===== src/rtl/sbc_cfg_params.svh =====
`ifndef SBC_CFG_PARAMS_SVH
`define SBC_CFG_PARAMS_SVH

// register offsets (7-bit spi address space)
`define SBC_ADDR_INACT        7'h1c
`define SBC_ADDR_XCVR         7'h1d
`define SBC_ADDR_SWITCH       7'h1e
`define SBC_ADDR_PWM_FREQ     7'h1f
`define SBC_ADDR_DUTY_UPPER   7'h20
`define SBC_ADDR_DUTY_LOWER   7'h21

// field positions
`define SBC_INACT_DIS_BIT     7
`define SBC_INACT_SEL_HI      6
`define SBC_INACT_SEL_LO      3
`define SBC_MODE_HI           7
`define SBC_MODE_LO           6
`define SBC_DTO_DIS_BIT       5
`define SBC_SW_EN_BIT         7
`define SBC_SW_SRC_HI         6
`define SBC_SW_SRC_LO         4
`define SBC_SW_SPARE_HI       3
`define SBC_FREQ_BIT          7
`define SBC_DUTY_UP_HI        1

// reset values
`define SBC_RST_INACT         8'h30
`define SBC_RST_XCVR          8'h00
`define SBC_RST_SWITCH        8'h00
`define SBC_RST_PWM_FREQ      8'h00
`define SBC_RST_DUTY_UPPER    8'h00
`define SBC_RST_DUTY_LOWER    8'h00

// spi frame: write flag, 7 address bits, 8 data bits
`define SBC_FRAME_BITS        16
`define SBC_HDR_BITS          8

// timing
`define SBC_CLK_HZ            100000000
`define SBC_TIMEOUT_STEP_S    30
`define SBC_STEP_CYCLES       (64'd30 * 64'd100000000)
`define SBC_PWM_SLOW_HZ       200
`define SBC_PWM_FAST_HZ       400
`define SBC_PWM_STEPS         1024
`define SBC_PWM_SLOW_STEP     (`SBC_CLK_HZ / (`SBC_PWM_SLOW_HZ * `SBC_PWM_STEPS))
`define SBC_PWM_FAST_STEP     (`SBC_CLK_HZ / (`SBC_PWM_FAST_HZ * `SBC_PWM_STEPS))

`endif


===== src/rtl/sbc_cfg_pkg.sv =====
package sbc_cfg_pkg;

  // transceiver mode field codes
  typedef enum logic [1:0] {
    SBC_MODE_STANDBY = 2'h0,
    SBC_MODE_SLEEP   = 2'h1,
    SBC_MODE_NORMAL  = 2'h2,
    SBC_MODE_FAST    = 2'h3
  } sbc_lin_mode_e;

  // switch control source codes
  typedef enum logic [2:0] {
    SBC_SRC_ONOFF      = 3'h0,
    SBC_SRC_FIRST_PWM  = 3'h1,
    SBC_SRC_SECOND_PWM = 3'h2,
    SBC_SRC_FIRST_TMR  = 3'h3,
    SBC_SRC_SECOND_TMR = 3'h4,
    SBC_SRC_EXT_PIN    = 3'h5,
    SBC_SRC_RSVD6      = 3'h6,
    SBC_SRC_RSVD7      = 3'h7
  } sbc_sw_src_e;

  // spi frame states
  typedef enum logic [3:0] {
    SBC_SPI_IDLE = 4'h1,
    SBC_SPI_HDR  = 4'h2,
    SBC_SPI_DATA = 4'h4,
    SBC_SPI_HOLD = 4'h8
  } sbc_spi_state_e;

  typedef logic [7:0] sbc_byte_t;

endpackage : sbc_cfg_pkg


===== src/rtl/sbc_pwm_if.sv =====
`timescale 1ns/1ps

interface sbc_pwm_if #(
  parameter int W = 10
);
  logic [W-1:0] duty;
  logic         freq_fast;
  logic         pwm_out;

  modport ctrl (output duty, output freq_fast, input pwm_out);
  modport gen  (input duty, input freq_fast, output pwm_out);
endinterface : sbc_pwm_if


===== src/rtl/sbc_cfg_top.sv =====
`timescale 1ns/1ps
`include "sbc_cfg_params.svh"

module sbc_cfg_top
  import sbc_cfg_pkg::*;
#(
  parameter logic [31:0] STEP_CYCLES = 32'(`SBC_STEP_CYCLES),
  parameter int          DUTY_W      = 10
)(
  input  wire logic       clk_sys,
  input  wire logic       sys_rst,
  input  wire logic       spi_cs_n,
  input  wire logic       spi_sclk,
  input  wire logic       spi_mosi,
  output logic            spi_miso_o,
  output logic            spi_miso_oe,
  input  wire logic       second_pwm,
  input  wire logic       first_on_timer,
  input  wire logic       second_on_timer,
  input  wire logic       external_switch_pin_control,
  output logic [1:0]      transceiver_mode,
  output logic            dominant_timeout_disable,
  output logic            high_side_switch,
  output logic            fail_safe_output_enable,
  output logic            first_pwm,
  output logic            inactivity_timer_running,
  output logic            sleep_request
);

  // pin synchronisers: cs_n, sclk, mosi, external control
  localparam int NPIN = 4;
  logic [NPIN-1:0] pin_in;
  logic [2:0]      sync_reg [NPIN];
  logic [NPIN-1:0] filt_reg;
  logic [NPIN-1:0] filt_d_reg;

  assign pin_in = {external_switch_pin_control, spi_mosi, spi_sclk, spi_cs_n};

  // three stages; a level counts once stages two and three agree
  for (genvar i = 0; i < NPIN; i++) begin : g_sync
    always_ff @(posedge clk_sys or posedge sys_rst) begin
      if (sys_rst) begin
        sync_reg[i]   <= (i == 0) ? 3'h7 : 3'h0;
        filt_reg[i]   <= (i == 0);
        filt_d_reg[i] <= (i == 0);
      end else begin
        sync_reg[i] <= {sync_reg[i][1:0], pin_in[i]};
        if (sync_reg[i][1] == sync_reg[i][2]) begin
          filt_reg[i] <= sync_reg[i][2];
        end
        filt_d_reg[i] <= filt_reg[i];
      end
    end
  end

  logic cs_act;
  logic sclk_rise;
  logic sclk_fall;
  logic mosi_bit;
  logic ext_ctrl;

  assign cs_act    = ~filt_reg[0];
  assign sclk_rise = filt_reg[1] & ~filt_d_reg[1];
  assign sclk_fall = ~filt_reg[1] & filt_d_reg[1];
  assign mosi_bit  = filt_reg[2];
  assign ext_ctrl  = filt_reg[3];

  // register fields
  logic          inact_dis_reg;
  logic [3:0]    inact_sel_reg;
  sbc_lin_mode_e mode_reg;
  logic          dto_dis_reg;
  logic          sw_en_reg;
  sbc_sw_src_e   sw_src_reg;
  logic [3:0]    sw_spare_reg;
  logic          freq_reg;
  logic [1:0]    duty_up_reg;
  sbc_byte_t     duty_lo_reg;

  // spi frame engine state
  sbc_spi_state_e spi_state_reg;
  logic [4:0]     bit_cnt_reg;
  sbc_byte_t      hdr_reg;
  sbc_byte_t      dat_reg;
  sbc_byte_t      tx_reg;
  logic           miso_reg;
  logic           miso_oe_reg;
  logic           wr_pulse_reg;
  logic [6:0]     wr_addr_reg;
  sbc_byte_t      wr_data_reg;
  logic           access_pulse_reg;
  sbc_byte_t      hdr_next;
  sbc_byte_t      rd_data;

  // address decode shared by read mux and write path
  function automatic logic hit(input logic [6:0] a, input logic [6:0] want);
    hit = (a == want);
  endfunction : hit

  // timeout code to half-minute count
  function automatic logic [4:0] half_minutes(input logic [3:0] sel);
    unique case (sel)
      4'h0: half_minutes = 5'd4;
      4'h1: half_minutes = 5'd5;
      4'h2: half_minutes = 5'd6;
      4'h3: half_minutes = 5'd7;
      4'h4: half_minutes = 5'd8;
      4'h5: half_minutes = 5'd9;
      4'h6: half_minutes = 5'd10;
      4'h7: half_minutes = 5'd11;
      4'h8: half_minutes = 5'd12;
      4'h9: half_minutes = 5'd13;
      4'ha: half_minutes = 5'd16;
      4'hb: half_minutes = 5'd17;
      4'hc: half_minutes = 5'd20;
      4'hd: half_minutes = 5'd1;
      4'he: half_minutes = 5'd2;  // undefined code treated as one minute
      4'hf: half_minutes = 5'd2;
    endcase
  endfunction : half_minutes

  assign hdr_next = {hdr_reg[6:0], mosi_bit};

  // read mux; reserved bits read zero
  always_comb begin
    rd_data = 8'h00;
    if (hit(hdr_next[6:0], `SBC_ADDR_INACT)) begin
      rd_data[`SBC_INACT_DIS_BIT] = inact_dis_reg;
      rd_data[`SBC_INACT_SEL_HI:`SBC_INACT_SEL_LO] = inact_sel_reg;
    end else if (hit(hdr_next[6:0], `SBC_ADDR_XCVR)) begin
      rd_data[`SBC_MODE_HI:`SBC_MODE_LO] = mode_reg;
      rd_data[`SBC_DTO_DIS_BIT] = dto_dis_reg;
    end else if (hit(hdr_next[6:0], `SBC_ADDR_SWITCH)) begin
      rd_data[`SBC_SW_EN_BIT] = sw_en_reg;
      rd_data[`SBC_SW_SRC_HI:`SBC_SW_SRC_LO] = sw_src_reg;
      rd_data[`SBC_SW_SPARE_HI:0] = sw_spare_reg;
    end else if (hit(hdr_next[6:0], `SBC_ADDR_PWM_FREQ)) begin
      rd_data[`SBC_FREQ_BIT] = freq_reg;
    end else if (hit(hdr_next[6:0], `SBC_ADDR_DUTY_UPPER)) begin
      rd_data[`SBC_DUTY_UP_HI:0] = duty_up_reg;
    end else if (hit(hdr_next[6:0], `SBC_ADDR_DUTY_LOWER)) begin
      rd_data = duty_lo_reg;
    end
  end

  // spi frame engine: header byte, then data byte, mode 0
  always_ff @(posedge clk_sys or posedge sys_rst) begin
    if (sys_rst) begin
      spi_state_reg    <= SBC_SPI_IDLE;
      bit_cnt_reg      <= 5'h0;
      hdr_reg          <= 8'h00;
      dat_reg          <= 8'h00;
      tx_reg           <= 8'h00;
      wr_pulse_reg     <= 1'b0;
      wr_addr_reg      <= 7'h00;
      wr_data_reg      <= 8'h00;
      access_pulse_reg <= 1'b0;
    end else begin
      wr_pulse_reg     <= 1'b0;
      access_pulse_reg <= 1'b0;
      if (!cs_act) begin
        spi_state_reg <= SBC_SPI_IDLE;  // a short frame is dropped
        bit_cnt_reg   <= 5'h0;
      end else begin
        unique case (spi_state_reg)
          SBC_SPI_IDLE: begin
            spi_state_reg <= SBC_SPI_HDR;
            bit_cnt_reg   <= 5'h0;
          end
          SBC_SPI_HDR: if (sclk_rise) begin
            hdr_reg     <= hdr_next;
            bit_cnt_reg <= bit_cnt_reg + 5'h1;
            if (bit_cnt_reg == 5'(`SBC_HDR_BITS - 1)) begin
              tx_reg        <= rd_data;
              spi_state_reg <= SBC_SPI_DATA;
            end
          end
          SBC_SPI_DATA: if (sclk_rise) begin
            dat_reg     <= {dat_reg[6:0], mosi_bit};
            bit_cnt_reg <= bit_cnt_reg + 5'h1;
            if (bit_cnt_reg == 5'(`SBC_FRAME_BITS - 1)) begin
              wr_pulse_reg     <= hdr_reg[7];
              wr_addr_reg      <= hdr_reg[6:0];
              wr_data_reg      <= {dat_reg[6:0], mosi_bit};
              access_pulse_reg <= 1'b1;
              spi_state_reg    <= SBC_SPI_HOLD;
            end
          end else if (sclk_fall) begin
            tx_reg <= {tx_reg[6:0], 1'b0};
          end
          SBC_SPI_HOLD: ;  // extra clocks ignored until cs_n rises
          default: spi_state_reg <= SBC_SPI_IDLE;
        endcase
      end
    end
  end

  // miso: read bits shifted on falling sclk, driven only while selected
  always_ff @(posedge clk_sys or posedge sys_rst) begin
    if (sys_rst) begin
      miso_reg    <= 1'b0;
      miso_oe_reg <= 1'b0;
    end else begin
      miso_oe_reg <= cs_act;
      if (!cs_act || spi_state_reg != SBC_SPI_DATA) begin
        miso_reg <= 1'b0;
      end else if (sclk_fall) begin
        miso_reg <= tx_reg[7];
      end
    end
  end

  // inactivity timer
  logic [31:0] step_cnt_reg;
  logic [4:0]  half_cnt_reg;
  logic        timer_run;
  logic        expire;

  assign timer_run = ~inact_dis_reg & (mode_reg != SBC_MODE_SLEEP);
  assign expire    = timer_run && (step_cnt_reg == STEP_CYCLES - 32'h1)
                     && (half_cnt_reg + 5'h1 >= half_minutes(inact_sel_reg));

  // half-minute steps, restarted by any completed spi access
  always_ff @(posedge clk_sys or posedge sys_rst) begin
    if (sys_rst) begin
      step_cnt_reg <= 32'h0;
      half_cnt_reg <= 5'h0;
    end else if (!timer_run || access_pulse_reg || expire) begin
      step_cnt_reg <= 32'h0;
      half_cnt_reg <= 5'h0;
    end else if (step_cnt_reg == STEP_CYCLES - 32'h1) begin
      step_cnt_reg <= 32'h0;
      half_cnt_reg <= half_cnt_reg + 5'h1;
    end else begin
      step_cnt_reg <= step_cnt_reg + 32'h1;
    end
  end

  // register writes; timer expiry forces sleep and wins over a write
  always_ff @(posedge clk_sys or posedge sys_rst) begin
    if (sys_rst) begin
      inact_dis_reg <= 1'(`SBC_RST_INACT >> `SBC_INACT_DIS_BIT);
      inact_sel_reg <= 4'(`SBC_RST_INACT >> `SBC_INACT_SEL_LO);
      mode_reg      <= sbc_lin_mode_e'(2'(`SBC_RST_XCVR >> `SBC_MODE_LO));
      dto_dis_reg   <= 1'b0;
      sw_en_reg     <= 1'(`SBC_RST_SWITCH >> `SBC_SW_EN_BIT);
      sw_src_reg    <= sbc_sw_src_e'(3'(`SBC_RST_SWITCH >> `SBC_SW_SRC_LO));
      sw_spare_reg  <= 4'(`SBC_RST_SWITCH);
      freq_reg      <= 1'(`SBC_RST_PWM_FREQ >> `SBC_FREQ_BIT);
      duty_up_reg   <= 2'(`SBC_RST_DUTY_UPPER);
      duty_lo_reg   <= `SBC_RST_DUTY_LOWER;
    end else begin
      if (wr_pulse_reg) begin
        if (hit(wr_addr_reg, `SBC_ADDR_INACT)) begin
          inact_dis_reg <= wr_data_reg[`SBC_INACT_DIS_BIT];
          inact_sel_reg <= wr_data_reg[`SBC_INACT_SEL_HI:`SBC_INACT_SEL_LO];
        end
        if (hit(wr_addr_reg, `SBC_ADDR_XCVR)) begin
          mode_reg    <= sbc_lin_mode_e'(wr_data_reg[`SBC_MODE_HI:`SBC_MODE_LO]);
          dto_dis_reg <= wr_data_reg[`SBC_DTO_DIS_BIT];
        end
        if (hit(wr_addr_reg, `SBC_ADDR_SWITCH)) begin
          sw_en_reg    <= wr_data_reg[`SBC_SW_EN_BIT];
          sw_src_reg   <= sbc_sw_src_e'(wr_data_reg[`SBC_SW_SRC_HI:`SBC_SW_SRC_LO]);
          sw_spare_reg <= wr_data_reg[`SBC_SW_SPARE_HI:0];
        end
        if (hit(wr_addr_reg, `SBC_ADDR_PWM_FREQ)) begin
          freq_reg <= wr_data_reg[`SBC_FREQ_BIT];
        end
        if (hit(wr_addr_reg, `SBC_ADDR_DUTY_UPPER)) begin
          duty_up_reg <= wr_data_reg[`SBC_DUTY_UP_HI:0];
        end
        if (hit(wr_addr_reg, `SBC_ADDR_DUTY_LOWER)) begin
          duty_lo_reg <= wr_data_reg;
        end
      end
      if (expire) begin
        mode_reg <= SBC_MODE_SLEEP;
      end
    end
  end

  // first pwm generator
  sbc_pwm_if #(.W(DUTY_W)) pwm_bus ();

  assign pwm_bus.duty      = {duty_up_reg, duty_lo_reg};
  assign pwm_bus.freq_fast = freq_reg;

  sbc_pwm_gen #(.W(DUTY_W)) u_pwm (
    .clk_sys (clk_sys),
    .sys_rst (sys_rst),
    .pwm     (pwm_bus.gen)
  );

  // switch drive from the selected source; reserved codes keep it off
  logic sw_on_reg;
  logic fso_en_reg;
  logic sleep_req_reg;
  logic pwm_reg;

  always_ff @(posedge clk_sys or posedge sys_rst) begin
    if (sys_rst) begin
      sw_on_reg  <= 1'b0;
      fso_en_reg <= 1'b1;
      pwm_reg    <= 1'b0;
    end else begin
      pwm_reg    <= pwm_bus.pwm_out;
      fso_en_reg <= (sw_src_reg != SBC_SRC_EXT_PIN);
      unique case (sw_src_reg)
        SBC_SRC_ONOFF:      sw_on_reg <= sw_en_reg;
        SBC_SRC_FIRST_PWM:  sw_on_reg <= sw_en_reg & pwm_bus.pwm_out;
        SBC_SRC_SECOND_PWM: sw_on_reg <= sw_en_reg & second_pwm;
        SBC_SRC_FIRST_TMR:  sw_on_reg <= sw_en_reg & first_on_timer;
        SBC_SRC_SECOND_TMR: sw_on_reg <= sw_en_reg & second_on_timer;
        SBC_SRC_EXT_PIN:    sw_on_reg <= sw_en_reg & ext_ctrl;
        SBC_SRC_RSVD6,
        SBC_SRC_RSVD7:      sw_on_reg <= 1'b0;
      endcase
    end
  end

  // one-cycle sleep request on expiry
  always_ff @(posedge clk_sys or posedge sys_rst) begin
    if (sys_rst) begin
      sleep_req_reg <= 1'b0;
    end else begin
      sleep_req_reg <= expire;
    end
  end

  // timer status output
  logic running_reg;

  always_ff @(posedge clk_sys or posedge sys_rst) begin
    if (sys_rst) begin
      running_reg <= 1'b0;
    end else begin
      running_reg <= timer_run;
    end
  end

  // outputs, each straight from a flop
  assign spi_miso_o               = miso_reg;
  assign spi_miso_oe              = miso_oe_reg;
  assign transceiver_mode         = mode_reg;
  assign dominant_timeout_disable = dto_dis_reg;
  assign high_side_switch         = sw_on_reg;
  assign fail_safe_output_enable  = fso_en_reg;
  assign first_pwm                = pwm_reg;
  assign inactivity_timer_running = running_reg;
  assign sleep_request            = sleep_req_reg;

endmodule : sbc_cfg_top


===== src/rtl/sbc_pwm_gen.sv =====
`timescale 1ns/1ps
`include "sbc_cfg_params.svh"

module sbc_pwm_gen
  import sbc_cfg_pkg::*;
#(
  parameter int          W         = 10,
  parameter logic [15:0] SLOW_STEP = 16'(`SBC_PWM_SLOW_STEP),
  parameter logic [15:0] FAST_STEP = 16'(`SBC_PWM_FAST_STEP)
)(
  input wire logic clk_sys,
  input wire logic sys_rst,
  sbc_pwm_if.gen   pwm
);

  logic [15:0]  pre_reg;
  logic [W-1:0] cnt_reg;
  logic         out_reg;
  logic [15:0]  step_len;

  // prescale length from the selected frequency
  assign step_len = pwm.freq_fast ? FAST_STEP : SLOW_STEP;

  // free-running prescaler and 10-bit period counter
  always_ff @(posedge clk_sys or posedge sys_rst) begin
    if (sys_rst) begin
      pre_reg <= 16'h0;
      cnt_reg <= '0;
    end else if (pre_reg >= step_len - 16'h1) begin
      pre_reg <= 16'h0;
      cnt_reg <= cnt_reg + 1'b1;
    end else begin
      pre_reg <= pre_reg + 16'h1;
    end
  end

  // compare against duty; all ones keeps the output high throughout
  always_ff @(posedge clk_sys or posedge sys_rst) begin
    if (sys_rst) begin
      out_reg <= 1'b0;
    end else if (&pwm.duty) begin
      out_reg <= 1'b1;
    end else begin
      out_reg <= (cnt_reg < pwm.duty);
    end
  end

  assign pwm.pwm_out = out_reg;

endmodule : sbc_pwm_gen


===== config.mk =====
export PLATFORM = sky130hd
export DESIGN_NAME = sbc_cfg_top
export DESIGN_NICKNAME = d
export VERILOG_FILES = /design/src/rtl/sbc_cfg_pkg.sv /design/src/rtl/sbc_pwm_if.sv /design/src/rtl/sbc_cfg_top.sv /design/src/rtl/sbc_pwm_gen.sv
export VERILOG_INCLUDE_DIRS = /design/src /design/src/rtl
export SDC_FILE = /design/constraint.sdc
export NUM_CORES = 1
export LEC_CHECK = 0
export BUFFER_PORTS_ARGS = -buffer_cell sky130_fd_sc_hd__buf_2
export CAP_MARGIN = 20
export CORE_ASPECT_RATIO = 1.2
export CORE_UTILIZATION = 55
export DETAILED_ROUTE_END_ITERATION = 6
export GPL_TIMING_DRIVEN = 0
export HOLD_SLACK_MARGIN = 0.15
export PLACE_DENSITY = 0.72
export SLEW_MARGIN = 20
export SYNTH_ARGS = -nofsm -noshare
export SYNTH_HDL_FRONTEND = slang
export SYNTH_SLANG_ARGS = --single-unit
export TNS_END_PERCENT = 10

===== constraint.sdc =====
create_clock -name clk_sys -period 5.6 [get_ports clk_sys]
set_clock_uncertainty 0.2 [all_clocks]
set_input_delay 0.28 -clock clk_sys [delete_from_list [all_inputs] [get_ports clk_sys]]
set_output_delay 0.28 -clock clk_sys [all_outputs]
set_load 0.1 [all_outputs]

After elaboration in Yosys (flattened, before gate mapping)
Memories as Yosys holds them, arrays and structs flattened. Cells that the tools add are included.

Register bits after elaboration: 164. Bits in read-only memories: 80. Input bits: 9. Output and inout bits: 10. Logic and storage cells: 184. Memories: 1.

Memory list: (no name shown) (words 16, bits a word 5, rd ports 1, clocked after Yosys merged registers in 0, write ports 0, line sbc_cfg_top.sv:102) `unique case (sel)`.

$add $sub $neg: 6. Order comparisons: 3. Equality and inequality tests: 43. Muxes and demuxes: 50. Bitwise logic cells: 12. Reduce and logical (&&, ||, !) cells: 29.

Operator list (count): $mux 8 (11); $mux 32 (2); $eq 7x5->1 const B (8); $add 32x1->32 const B (1); $eq 32x32->1 const B (1); $mux 5 (6); $eq 7x6->1 const B (4); $mux 4 (5); $add 16x1->16 const B (1); $ge 16x16->1 (1); $mux 16 (1); $pmux 4 s4 (1); $pmux 8 s2 (1); $reduce_and 2->1 (8); $sub 16x1->16 const B (1); $ne 3x3->1 const B (5); $eq 3x3->1 const B (4); $mux 1 (12); $add 10x1->10 const B (1); $add 5x1->5 const B (2); $lt 10x10->1 (1); $ne 2x2->1 const B (5); $pmux 5 s2 (1); $reduce_and 10->1 (1); other kinds (32) (59).

Logic depth before layout (Yosys ltp)
Gate-level depths: netlist of run 1.

Depth in word-level cells: 15. Mapped depth: 9. Mapped depth without buffers: 9.

Modules after synthesis
A second synthesis of run 1 with hierarchy kept.

Cell total of the unflattened synthesis: 709. Area, all modules: 7843.8 µm².

By module, submodules not included: sbc_cfg_top (instances 1, cells each 575, area each 6431.2 µm², sequential area each 3438.3 µm²); sbc_pwm_gen (instances 1, cells each 134, area each 1412.6 µm², sequential area each 675.6 µm²).

Worst setup path after synthesis of run 1
No wires, ideal clock.

Path type: register to register. From: register step_cnt_reg[0]. To: register half_cnt_reg[0]. Library setup time: 74 ps. Arrival time: 2190 ps. Data required time: 5326 ps. Slack: 3136 ps. Cell stages (with the launch flop): 9. Buffers on the path: 2. Clock period less this slack: 2464 ps. Path through: dfrtp_1 ha_1 nand4_1 or2_1 buf_2 or4_4 buf_6 or3_4 o21ai_2.

Word-level cells in the longest chain between the ends: 5. Elaborated cells between the ends (all ways): 6. Those cells by class: 1 x eq/ne; 1 x mux; 4 x reduce/logical.

Ends and longest elaborated chain: start, declared (line sbc_cfg_top.sv:214) `logic [31:0] step_cnt_reg;`; start signal, assigned (line sbc_cfg_top.sv:235) `step_cnt_reg <= step_cnt_reg + 32'h1;`; $eq 32x32->1 (*) (line sbc_cfg_top.sv:220, sbc_cfg_top.sv:231); $logic_and 1x1->1 (line sbc_cfg_top.sv:220) `assign expire = timer_run && (step_cnt_reg == STEP_CYCLES - 32'h1)`; $logic_and 1x1->1 (line sbc_cfg_top.sv:221) `&& (half_cnt_reg + 5'h1 >= half_minutes(inact_sel_reg));`; $logic_or 1x1->1 (line sbc_cfg_top.sv:228) `end else if (!timer_run || access_pulse_reg || expire) begin`; $mux 5 or $reduce_bool 2->1 (tied branches); end signal, assigned (line sbc_cfg_top.sv:233) `half_cnt_reg <= half_cnt_reg + 5'h1;`; end, declared (line sbc_cfg_top.sv:215) `logic [4:0] half_cnt_reg;`.

Mark *: on every way between the ends. The rest lies on a longest branch, timed or not. A chain may end at the register's enable or synchronous reset.

Worst setup path in the final report of run 1
From: register filt_reg[0]. To: register wr_data_reg[5].

Word-level cells in the longest chain between the ends: 2.

Ends and longest elaborated chain: start, declared (line sbc_cfg_top.sv:34) `logic [NPIN-1:0] filt_reg;`; start signal, assigned by index (line sbc_cfg_top.sv:44) `filt_reg[i] <= (i == 0);`; start signal, assigned by index (line sbc_cfg_top.sv:49) `filt_reg[i] <= sync_reg[i][2];`; $not 1->1 (no line); $reduce_and 4->1 (no line); end signal, assigned (line sbc_cfg_top.sv:184) `wr_data_reg <= {dat_reg[6:0], mosi_bit};`; end, declared (line sbc_cfg_top.sv:90) `sbc_byte_t wr_data_reg;`.

Every way passes these cells.

==> metrics.txt, run 1 <==
most frequent cells in the layout 156 x dfrtp_1, 63 x nand2_1, 60 x nor2_1; Congestion Overflow GR 0; Max Cap Viol 0; FF-to-FF End wr_data_reg[5]$_DFFE_PP0P_; asr flop ratio synth 100%; Core Footprint about 0.014 mm²; dpl hpwl approximately 11 mm; # rows 47; crit-path leading delay family buffers and inverters; CTS root buf clkbuf_16; share of the synthesized area in the top cell type roughly half; Worst EP arrival 2.97 ns; critical path launch point type flop; Buf/Inv on CP 3; Syn Area/Cell around 11 µm²; final wirelength about 16 mm; Power Total approximately 2.9 mW; r2r startpoint filt_reg[0]$_DFFE_PP1N_; ys flop type dfrtp_1; Largest register FFs 32; Max Freq between 300 and 400 MHz; TritonCTS Buffers 17; Synth warnings 0; postcts setup bufs 0; Max VDD drop about 0.25 mV; Max Transition Viols Final 0; Pwr Density 329 mW/mm²; antenna violations before repair 0; relative slew slack 35.4%; post_cts resized 0; first-pass GRT wire length 27.2 mm; CTS sink cnt around 160; status complete, but fails checks; TritonCTS clock tree built; worst-case clock buffer depth 2; die area roughly 0.015 mm²; Avg WL per Cell 16.9 µm; violations in the final reports design-rule violations; via count 5444; Crit Path Category flop to flop; Yosys reg bits 164; HP Class flop to flop; worst-path maximum fanout 10; critical path, cell by cell clkbuf_1, nor2_1, and3_1, buf_2, nand2_1, clkbuf_1, mux2_2; remaining antenna violation count 0; Post-synth EDFFs 0; Req. time, crit path between 5 and 6 ns; Worst Hold Launch sync_reg[0]$_DFF_PP0_; end of the worst hold path sync_reg[1]$_DFF_PP0_; io pins 19; worst reg2reg path depth 7; Hold Path Depth 0; layout cells sized above 1 16.8%; Crit-path slowest cell clkbuf_1; final net count ~790; drt first pass iters 6; Post-Syn Instances 711; commonest non-fill, non-tap cell in the layout dfrtp_1; I/O Buffers 18; area grow syn2layout 13.8%; Lkg Pwr between 4 and 5 nW; most used cell, CP clkbuf_1; H-tree depth 4; worst slew pin tran roughly 0.96 ns; All-Layer GR Usage approximately a quarter; clk_lat worst skew about 0.42 ns; # setup viols final 0; Initial Utilization between 50% and 60%; Tmin final ~2.9 ns; Vert. Die Dim ~130 µm; ranking of synthesized cells by area dfrtp_1 50%, mux2_2 7.9%, ha_1 3.9%; final setup TNS 0 ns; CP max stage delay 0.55 ns; library cells used by synthesis 61; Hold Fails Final Rpt 0; FF-to-FF setup slack 2.74 ns; CP Capture Type flop; area leader, netlist dfrtp_1; Starting DRT DRC Count between 300 and 400; global placement routability congestion approximately 0.87; largest net degree at the start of global routing ~110; drt drc 2; Die X 110 µm; post-synthesis sequential area ratio around 53%; post-synthesis cell area about 0.0077 mm²; Final period util between 50 and 60%; Vias/cell between 5 and 6; clock-pin slew on the worst setup and hold paths around 0.060 ns; diode count 0; vias in the first global route between 5000 and 6000; RSZ-0062 raised after global routing false; WHS 0.147 ns
synthesized netlist by cell type (all sizes together), types with 10 or more instances:
cell type	n
dfrtp	156
nand2	63
nor2	60
mux2	54
nand3	38
xor2	28
inv	26
ha	24
nand4	22
a21oi	19
and3	19
xnor2	18
clkbuf	17
o21ai	16
nor3	10
layout make-up:
type | count | area [µm²]
clock inverters | 12 | 200
inverters | 26 | 105
repair buffers | 24 | 168
plain buffers | 25 | 110
clock buffers | 20 | 457
flip-flops and latches | 164 | 4110
fillers | 1082 | 4960
multi-input cells | 501 | 3440
well taps | 171 | 214
repair_timing:
| action | CTS | global route |
|---|---|---|
| hold buffers | 5 | 0 |
| setup endpoints to repair | 0 | 0 |
| endpoints found under the hold margin | 60 | 0 |
logic make-up after synthesis:
kind of cell / Yosys count / synth area share, %
XOR/XNOR: 46 / 5.21
multiplexers: 62 / 8.89
other: 1 / 0.0485
buffers and inverters: 51 / 2.68
adder cells (fa/ha/maj): 28 / 4.40
AO/OA/AOI/OAI: 82 / 7.03
flip-flops: 164 / 53.2
AND/OR/NAND/NOR: 277 / 18.6
worst max-delay path by stage:
stage	start	end	slack, ns	depth (start not counted)
3_3_place_gp	sys_rst	filt_d_reg[1]$_DFF_PP0_	-0.87	2
6_report	filt_reg[0]$_DFFE_PP1N_	wr_data_reg[5]$_DFFE_PP0P_	2.74	7
3_5_place_dp	filt_reg[0]$_DFFE_PP1N_	wr_data_reg[1]$_DFFE_PP0P_	2.73	7
4_1_cts	filt_reg[0]$_DFFE_PP1N_	wr_data_reg[2]$_DFFE_PP0P_	2.70	7
2_1_floorplan	sys_rst	access_pulse_reg$_DFF_PP0_	0.70	1
5_1_grt	filt_reg[0]$_DFFE_PP1N_	wr_data_reg[2]$_DFFE_PP0P_	2.55	7
stage by stage:
stage / area, µm² / util (%) / setup WS, ns / cells
after floorplan: 7760 / - / 0.700 / 716
after global placement: 8060 / 58.6 / -0.869 / 905
after detailed placement: 8100 / 58.8 / 2.73 / 906
after CTS: 8800 / 64.0 / 2.70 / 943
after global routing: 8800 / 64.0 / 2.55 / 943
final: 8800 / 64.0 / 2.74 / 943
power breakdown:
group | switching [mW] | internal (mW)
registers | 0.0544 | 1.25
clock network | 0.462 | 0.816
logic | 0.188 | 0.127
per-layer routing:
layer  vias to the layer above  track usage, %  wire [µm]
li1                       2619               -          -
met1                      2720            29.5       6730
met2                        84            41.9       8410
met3                        21            5.83        512
met4                         0            8.26        283
met5                         -               0          0
Note: power is estimated with default switching activity, not from simulation.
==> run 2: changes to the inputs <==
Settings changed: ABC_AREA from default to 1, PLACE_DENSITY 0.72 to 0.74.
Clock period 5.6 ns to 2.5 ns, I/O delays scaled along.
==> metrics.txt, run 2 <==
end of the worst hold path sync_reg[7]$_DFF_PP0_; xor/xnor share of the synthesized area 2.54% (-2.7 points); Vert. Die Dim 137 µm (+3.5%); final wirelength 17.6 mm (+11%); first-pass GRT wire length 29.7 mm (+9.1%); postcts setup bufs 0 (unchanged); diode count 0 (unchanged); Max Transition Viols Final 0 (unchanged); Vias/cell 5.11 (-11%); Largest register FFs 32 (unchanged); Power Total 6.40 mW (+120%); area leader, netlist dfrtp_1; HP Class flop to flop; Max Freq 445 MHz (+27%); die area 0.0156 mm² (+7.0%); status complete, but fails checks; Avg WL per Cell 13.5 µm (-20%); global route hottest layer met2; TritonCTS clock tree built; dpl hpwl 13.0 mm (+20%); Pwr Density 675 mW/mm² (+100%); Die X 114 µm (+3.4%); commonest non-fill, non-tap cell in the layout nand2_1; ranking of synthesized cells by area dfrtp_1 47%, nand2_1 12%, nor2_1 7.0%; mux cell area share after synthesis 0% (-8.9 points); library cells used by synthesis 45 (-26%); relative slew slack 56.6% (+21 points); CTS root buf clkbuf_16; Hold Fails Final Rpt 0 (unchanged); worst slew pin tran 0.649 ns (-0.307 ns); Layout fillers 1248 (+15%); # setup viols final 0 (unchanged); global placement routability congestion 0.919 (+5.0%); Final period util 89.8% (+39 points); RSZ-0062 raised after global routing false; Worst Hold Launch sync_reg[6]$_DFF_PP0_; final setup TNS 0 ns (unchanged); Synth warnings 0 (unchanged); area grow syn2layout 14.4%; Placement Cell Area 0.00876 mm² (+8.2%); register area 0.00411 mm² (unchanged); share of synthesized cell area in and, or, nand and nor gates 29.5% (+11 points); GR Layer Usage met1 30.7% (+1.3 points); largest net degree at the start of global routing 37 (-66%); clock-pin slew on the worst setup and hold paths 0.06 ns (about the same); # rows 48 (+2.1%); Hold Path Depth 0 (unchanged); worst-path maximum fanout 5 (-5); CP Capture Type flop; Tmin final 2.25 ns (-0.616 ns); via count 6675 (+23%); Starting DRT DRC Count 449 (+23%); drt first pass iters 7 (+1); CTS sink cnt 164 (unchanged); clk_lat worst skew 0.43 ns (about the same); TritonCTS Buffers 17 (unchanged); count leader, synth nand2_1; Post-synth EDFFs 0 (unchanged); post-synthesis compound-gate area fraction 7.42% (+0.39 points); layout cells sized above 1 9.41% (-7.4 points); critical path launch point type flop; Core Footprint 0.0145 mm² (+5.6%); io pins 19 (unchanged); vias in the first global route 6449 (+13%); I/O Buffers 18 (unchanged); setup ws final 0.255 ns (-2.48 ns); antenna violations before repair 0 (unchanged); violations in the final reports design-rule violations; most frequent cells in the layout 271 x nand2_1, 156 x dfrtp_1, 154 x nor2_1; FF-to-FF End half_cnt_reg[4]$_DFFE_PP0P_; Worst EP arrival 2.41 ns (-0.56 ns); post-synthesis sequential area ratio 49.6% (-3.5 points); Post-Synth Adder-Cell Area 4.10% (-0.29 points); Lkg Pwr 4.42 nW (+8.1%); ys flop type dfrtp_1; Congestion Overflow GR 0 (unchanged); largest family of logic cells by synthesized area simple AND/OR/NAND/NOR gates; Syn Area/Cell 8.03 µm² (-26%); worst-case clock buffer depth 2 (unchanged); drt drc 8 (+6); GR Layer Usage met2 40.7% (-1.2 points); design area 0.00949 mm² (+7.8%); Max VDD drop 0.446 mV (+75%); Crit Path Category flop to flop; commonest cells in the netlist 271 x nand2_1, 156 x dfrtp_1, 155 x nor2_1; Max Cap Viol 0 (unchanged); H-tree depth 4 (unchanged); Req. time, crit path 2.66 ns (-3.05 ns); worst reg2reg path depth 9 (+2); All-Layer GR Usage 24.7% (+0.39 points); Place WS 0.172 ns (-2.56 ns); met3 Usage GRT 5.45% (-0.39 points); share of the synthesized area in the top cell type 47.1% (-3.4 points); post-synthesis cell area 0.00829 mm² (+7.1%); asr flop ratio synth 100% (unchanged); Initial Utilization 57.1% (+0.81 points); final net count 1125 (+42%); Yosys reg bits 164 (unchanged); remaining antenna violation count 0 (unchanged); r2r startpoint half_cnt_reg[0]$_DFFE_PP0P_; multi-input logic area 0.00364 mm² (+6.0%); Post-Syn Instances 1033 (+45%); FF-to-FF setup slack 0.25 ns (-2.48 ns)
run 2: changes by cell type in the layout (fill, tap and decap cells not counted), moves of 15 or more:
cell     delta
nand2_1   +208
nor2_1     +94
inv_1      +93
o21ai_0    +63
mux2_2     -54
nand3_1    +38
and3_1     -19
xor2_1     -15
run 2: critical path, stage by stage, from the launching register on:
cell and delay [ns]:
dfrtp_1 0.41, ha_1 0.21, nand3_1 0.10, xnor2_1 0.23, ha_1 0.30, a21oi_1 0.19, nand3_1 0.12, nor2_2 0.22
nand4_1 0.13, nand2_1 0.08
run 2: what timing repair did:
action | 4_1_cts | 5_1_grt
setup endpoints to repair | 0 | 3
gates resized for setup | 0 | 1
hold buffers | 12 | 0
hold endpoints to repair | 123 | 0
run 2: how the worst max path moves through the flow:
stage / cells past startpoint / endpoint / start / slack (ns)
floorplan: 1 / access_pulse_reg$_DFF_PP0_ / sys_rst / 0.1
global placement: 2 / sync_reg[3]$_DFF_PP0_ / sys_rst / -0.86
detailed placement: 9 / half_cnt_reg[4]$_DFFE_PP0P_ / half_cnt_reg[0]$_DFFE_PP0P_ / 0.17
CTS: 9 / half_cnt_reg[4]$_DFFE_PP0P_ / half_cnt_reg[0]$_DFFE_PP0P_ / 0.16
global route: 11 / half_cnt_reg[4]$_DFFE_PP0P_ / half_cnt_reg[0]$_DFFE_PP0P_ / 0.08
finish: 9 / half_cnt_reg[4]$_DFFE_PP0P_ / half_cnt_reg[0]$_DFFE_PP0P_ / 0.25
run 2: cell families after synthesis:
group                      count (synthesis)
AOI/OAI and AO/OA                        108
DFF                                      164
buffers and inverters                    140
xor gates and xnor gates                  24
and+or+nand+nor                          568
adders and majority gates                 28
other                                      1
run 2: area by class of cell:
cell class / count / share of cell area (%)
repair buffers: 35 / 3.35
well taps: 200 / 2.64
flip-flops and latches: 164 / 43.4
clock inverters: 11 / 1.61
clock buffers: 21 / 4.75
plain buffers: 18 / 1.05
inverters: 122 / 4.87
multi-input cells: 734 / 38.4
run 2: routing by layer:
layer | vias to the layer above | part of all wire, % | routed length [µm]
met2 | 166 | 48 | 8420
met3 | 51 | 4.0 | 707
met5 | - | 0 | 0
li1 | 3417 | - | -
met4 | 0 | 3.6 | 628
met1 | 3041 | 45 | 7850
run 2: through the flow:
step / instances / hold WS, ns / utilization (%)
after detailed placement: 1261 / 0.0111 / 60.3
final: 1305 / 0.148 / 65.3
after global placement: 1256 / 0.0305 / 59.5
after CTS: 1305 / 0.152 / 65.3
after global routing: 1305 / 0.158 / 65.3
after floorplan: 1038 / -0.0705 / -
run 2: power by group:
part	switching (mW)	internal, mW	leakage, nW
clock network	1.06	1.60	0.289
registers	0.140	2.81	2.18
logic	0.517	0.274	1.95
==> run 3: changes to the inputs <==
Settings changed: ABC_CLOCK_PERIOD_IN_PS from default to 2500, CELL_PAD_IN_SITES_DETAIL_PLACEMENT from default to 0, CELL_PAD_IN_SITES_GLOBAL_PLACEMENT from default to 2, CORE_UTILIZATION 55 to 35, PLACE_DENSITY 0.74 to default, PLACE_DENSITY_LB_ADDON from default to 0.1.
==> metrics.txt, run 3 (synthesized netlist as in run 2, its figures left out) <==
first-pass GRT wire length 35.0 mm (+18%); relative slew slack 53.3% (-3.3 points); worst-case clock buffer depth 2 (unchanged); Avg WL per Cell 14.8 µm (+9.9%); Die X 143 µm (+25%); Initial Utilization 35.7% (-21 points); crit-path leading delay family simple AND/OR/NAND/NOR gates; Max Cap Viol 0 (unchanged); critical path launch point type flop; most frequent cells in the layout 271 x nand2_1, 156 x dfrtp_1, 153 x nor2_1; Starting DRT DRC Count 352 (-22%); clk_lat worst skew 0.44 ns (about the same); vias in the first global route 6663 (+3.3%); Final period util 91.0% (+1.2 points); layout cells sized above 1 9.76% (+0.35 points); register area 0.00411 mm² (unchanged); via count 6553 (-1.8%); antenna violations before repair 0 (unchanged); die area 0.0243 mm² (+56%); setup ws final 0.226 ns (-0.0289 ns); non-filler cells, final 1421 (+8.9%); I/O Buffers 18 (unchanged); CP max stage delay 0.43 ns (+0.02 ns); worst-path maximum fanout 5 (unchanged); Tmin final 2.27 ns (+0.0289 ns); drt first pass iters 5 (-2); Worst EP arrival 2.44 ns (+0.03 ns); Placement Cell Area 0.00893 mm² (+2.0%); DR top layer met4; final net count 1126 (+0.089%); Layout fillers 2448 (+96%); critical path, cell by cell ha_1, nand3_1, xnor2_1, ha_1, a21oi_1, nand3_1, nor2_2, nand4_1, nand2_1; WL met1 9.32 mm (+19%); Vert. Die Dim 171 µm (+25%); met3 wire length 446 µm (-37%); CP Capture Type flop; RSZ-0062 raised after global routing false; drt drc 0 (-8); remaining antenna violation count 0 (unchanged); dpl hpwl 16.3 mm (+26%); All-Layer GR Usage 18.9% (-5.8 points); final wirelength 21.1 mm (+20%); Crit-path slowest cell dfrtp_1; Lkg Pwr 4.41 nW (-0.14%); CTS root buf clkbuf_16; H-tree depth 4 (unchanged); Core Footprint 0.0232 mm² (+60%); Buf/Inv on CP 0 (unchanged); Largest register FFs 32 (unchanged); io pins 19 (unchanged); HP Class flop to flop; TritonCTS Buffers 17 (unchanged); Hold Fails Final Rpt 0 (unchanged); Vias/cell 4.61 (-9.8%); WHS 0.149 ns (+0.00161 ns); met2 wire length 10.8 mm (+28%); # setup viols final 0 (unchanged); CTS sink cnt 164 (unchanged); Max VDD drop 0.447 mV (+0.29%); Max Freq 440 MHz (-1.3%); largest net degree at the start of global routing 29 (-22%); commonest non-fill, non-tap cell in the layout nand2_1; final setup TNS 0 ns (unchanged); # rows 61 (+27%); Placed Cells 1377 (+9.2%); design area 0.00961 mm² (+1.3%); Max Transition Viols Final 0 (unchanged); multi-input logic area 0.00364 mm² (about the same); diode count 0 (unchanged); clock-pin slew on the worst setup and hold paths 0.07 ns (about the same); Congestion Overflow GR 0 (unchanged); worst slew pin tran 0.698 ns (+0.0492 ns); TritonCTS clock tree built; area grow syn2layout 15.9%; Place WS 0.128 ns (-0.0434 ns); global placement routability congestion 0.824 (-10%); status finished clean; Core Util, Final 41.4% (-24 points); Pwr Density 651 mW/mm² (-3.5%); Req. time, crit path 2.67 ns (about the same); Crit Path Category flop to flop; Power Total 6.26 mW (-2.3%)
==> run 3: changes by cell type in the layout (fill, tap and decap cells not counted), sizes merged <==
cell	before	now
clkbuf	29	26
bufinv	3	0
clkinvlp	3	2
clkinv	5	4
inv	122	130
buf	33	34
==> run 3: layer usage <==
metal,vias up,GRT usage (%)
met2,70,33.8
li1,3424,-
met3,27,2.97
met1,3032,22.9
met5,-,0
met4,0,6.92
==> run 3: path summary, 6_finish.rpt <==
path	start	end	slack, ns	depth (start not counted)
setup / recovery	half_cnt_reg[0]$_DFFE_PP0P_	half_cnt_reg[2]$_DFFE_PP0P_	0.23	9
hold / removal	sync_reg[0]$_DFF_PP0_	sync_reg[1]$_DFF_PP0_	0.15	0
setup reg to reg	half_cnt_reg[0]$_DFFE_PP0P_	half_cnt_reg[2]$_DFFE_PP0P_	0.23	9
hold reg to reg	sync_reg[0]$_DFF_PP0_	sync_reg[1]$_DFF_PP0_	0.15	0
max in group asynchronous	sys_rst	duty_lo_reg[1]$_DFFE_PP0P_	0.41	7
min in group asynchronous	sys_rst	step_cnt_reg[27]$_DFF_PP0_	0.69	4
==> run 3: repair_timing <==
action                                 CTS  global route
setup endpoints to repair                0             6
endpoints found under the hold margin   78             0
hold buffers                            12             0
buffers inserted                         0             0
gates resized for setup                  0             2
==> run 3: power by group <==
group / internal, mW / switching [mW] / leakage (nW) / total (mW)
Sequential: 2.80 / 0.137 / 2.18 / 2.94
Combinational: 0.277 / 0.526 / 1.96 / 0.803
Clock: 1.31 / 1.21 / 0.271 / 2.51
Total: 4.39 / 1.87 / 4.41 / 6.26
==> run 3: cell type report <==
class / count / area share (%)
flip-flops and latches: 164 / 42.8
multi-input cells: 734 / 37.9
inverters: 122 / 4.81
clock buffers: 18 / 4.47
well taps: 315 / 4.10
repair buffers: 36 / 3.59
clock inverters: 14 / 1.24
plain buffers: 18 / 1.04
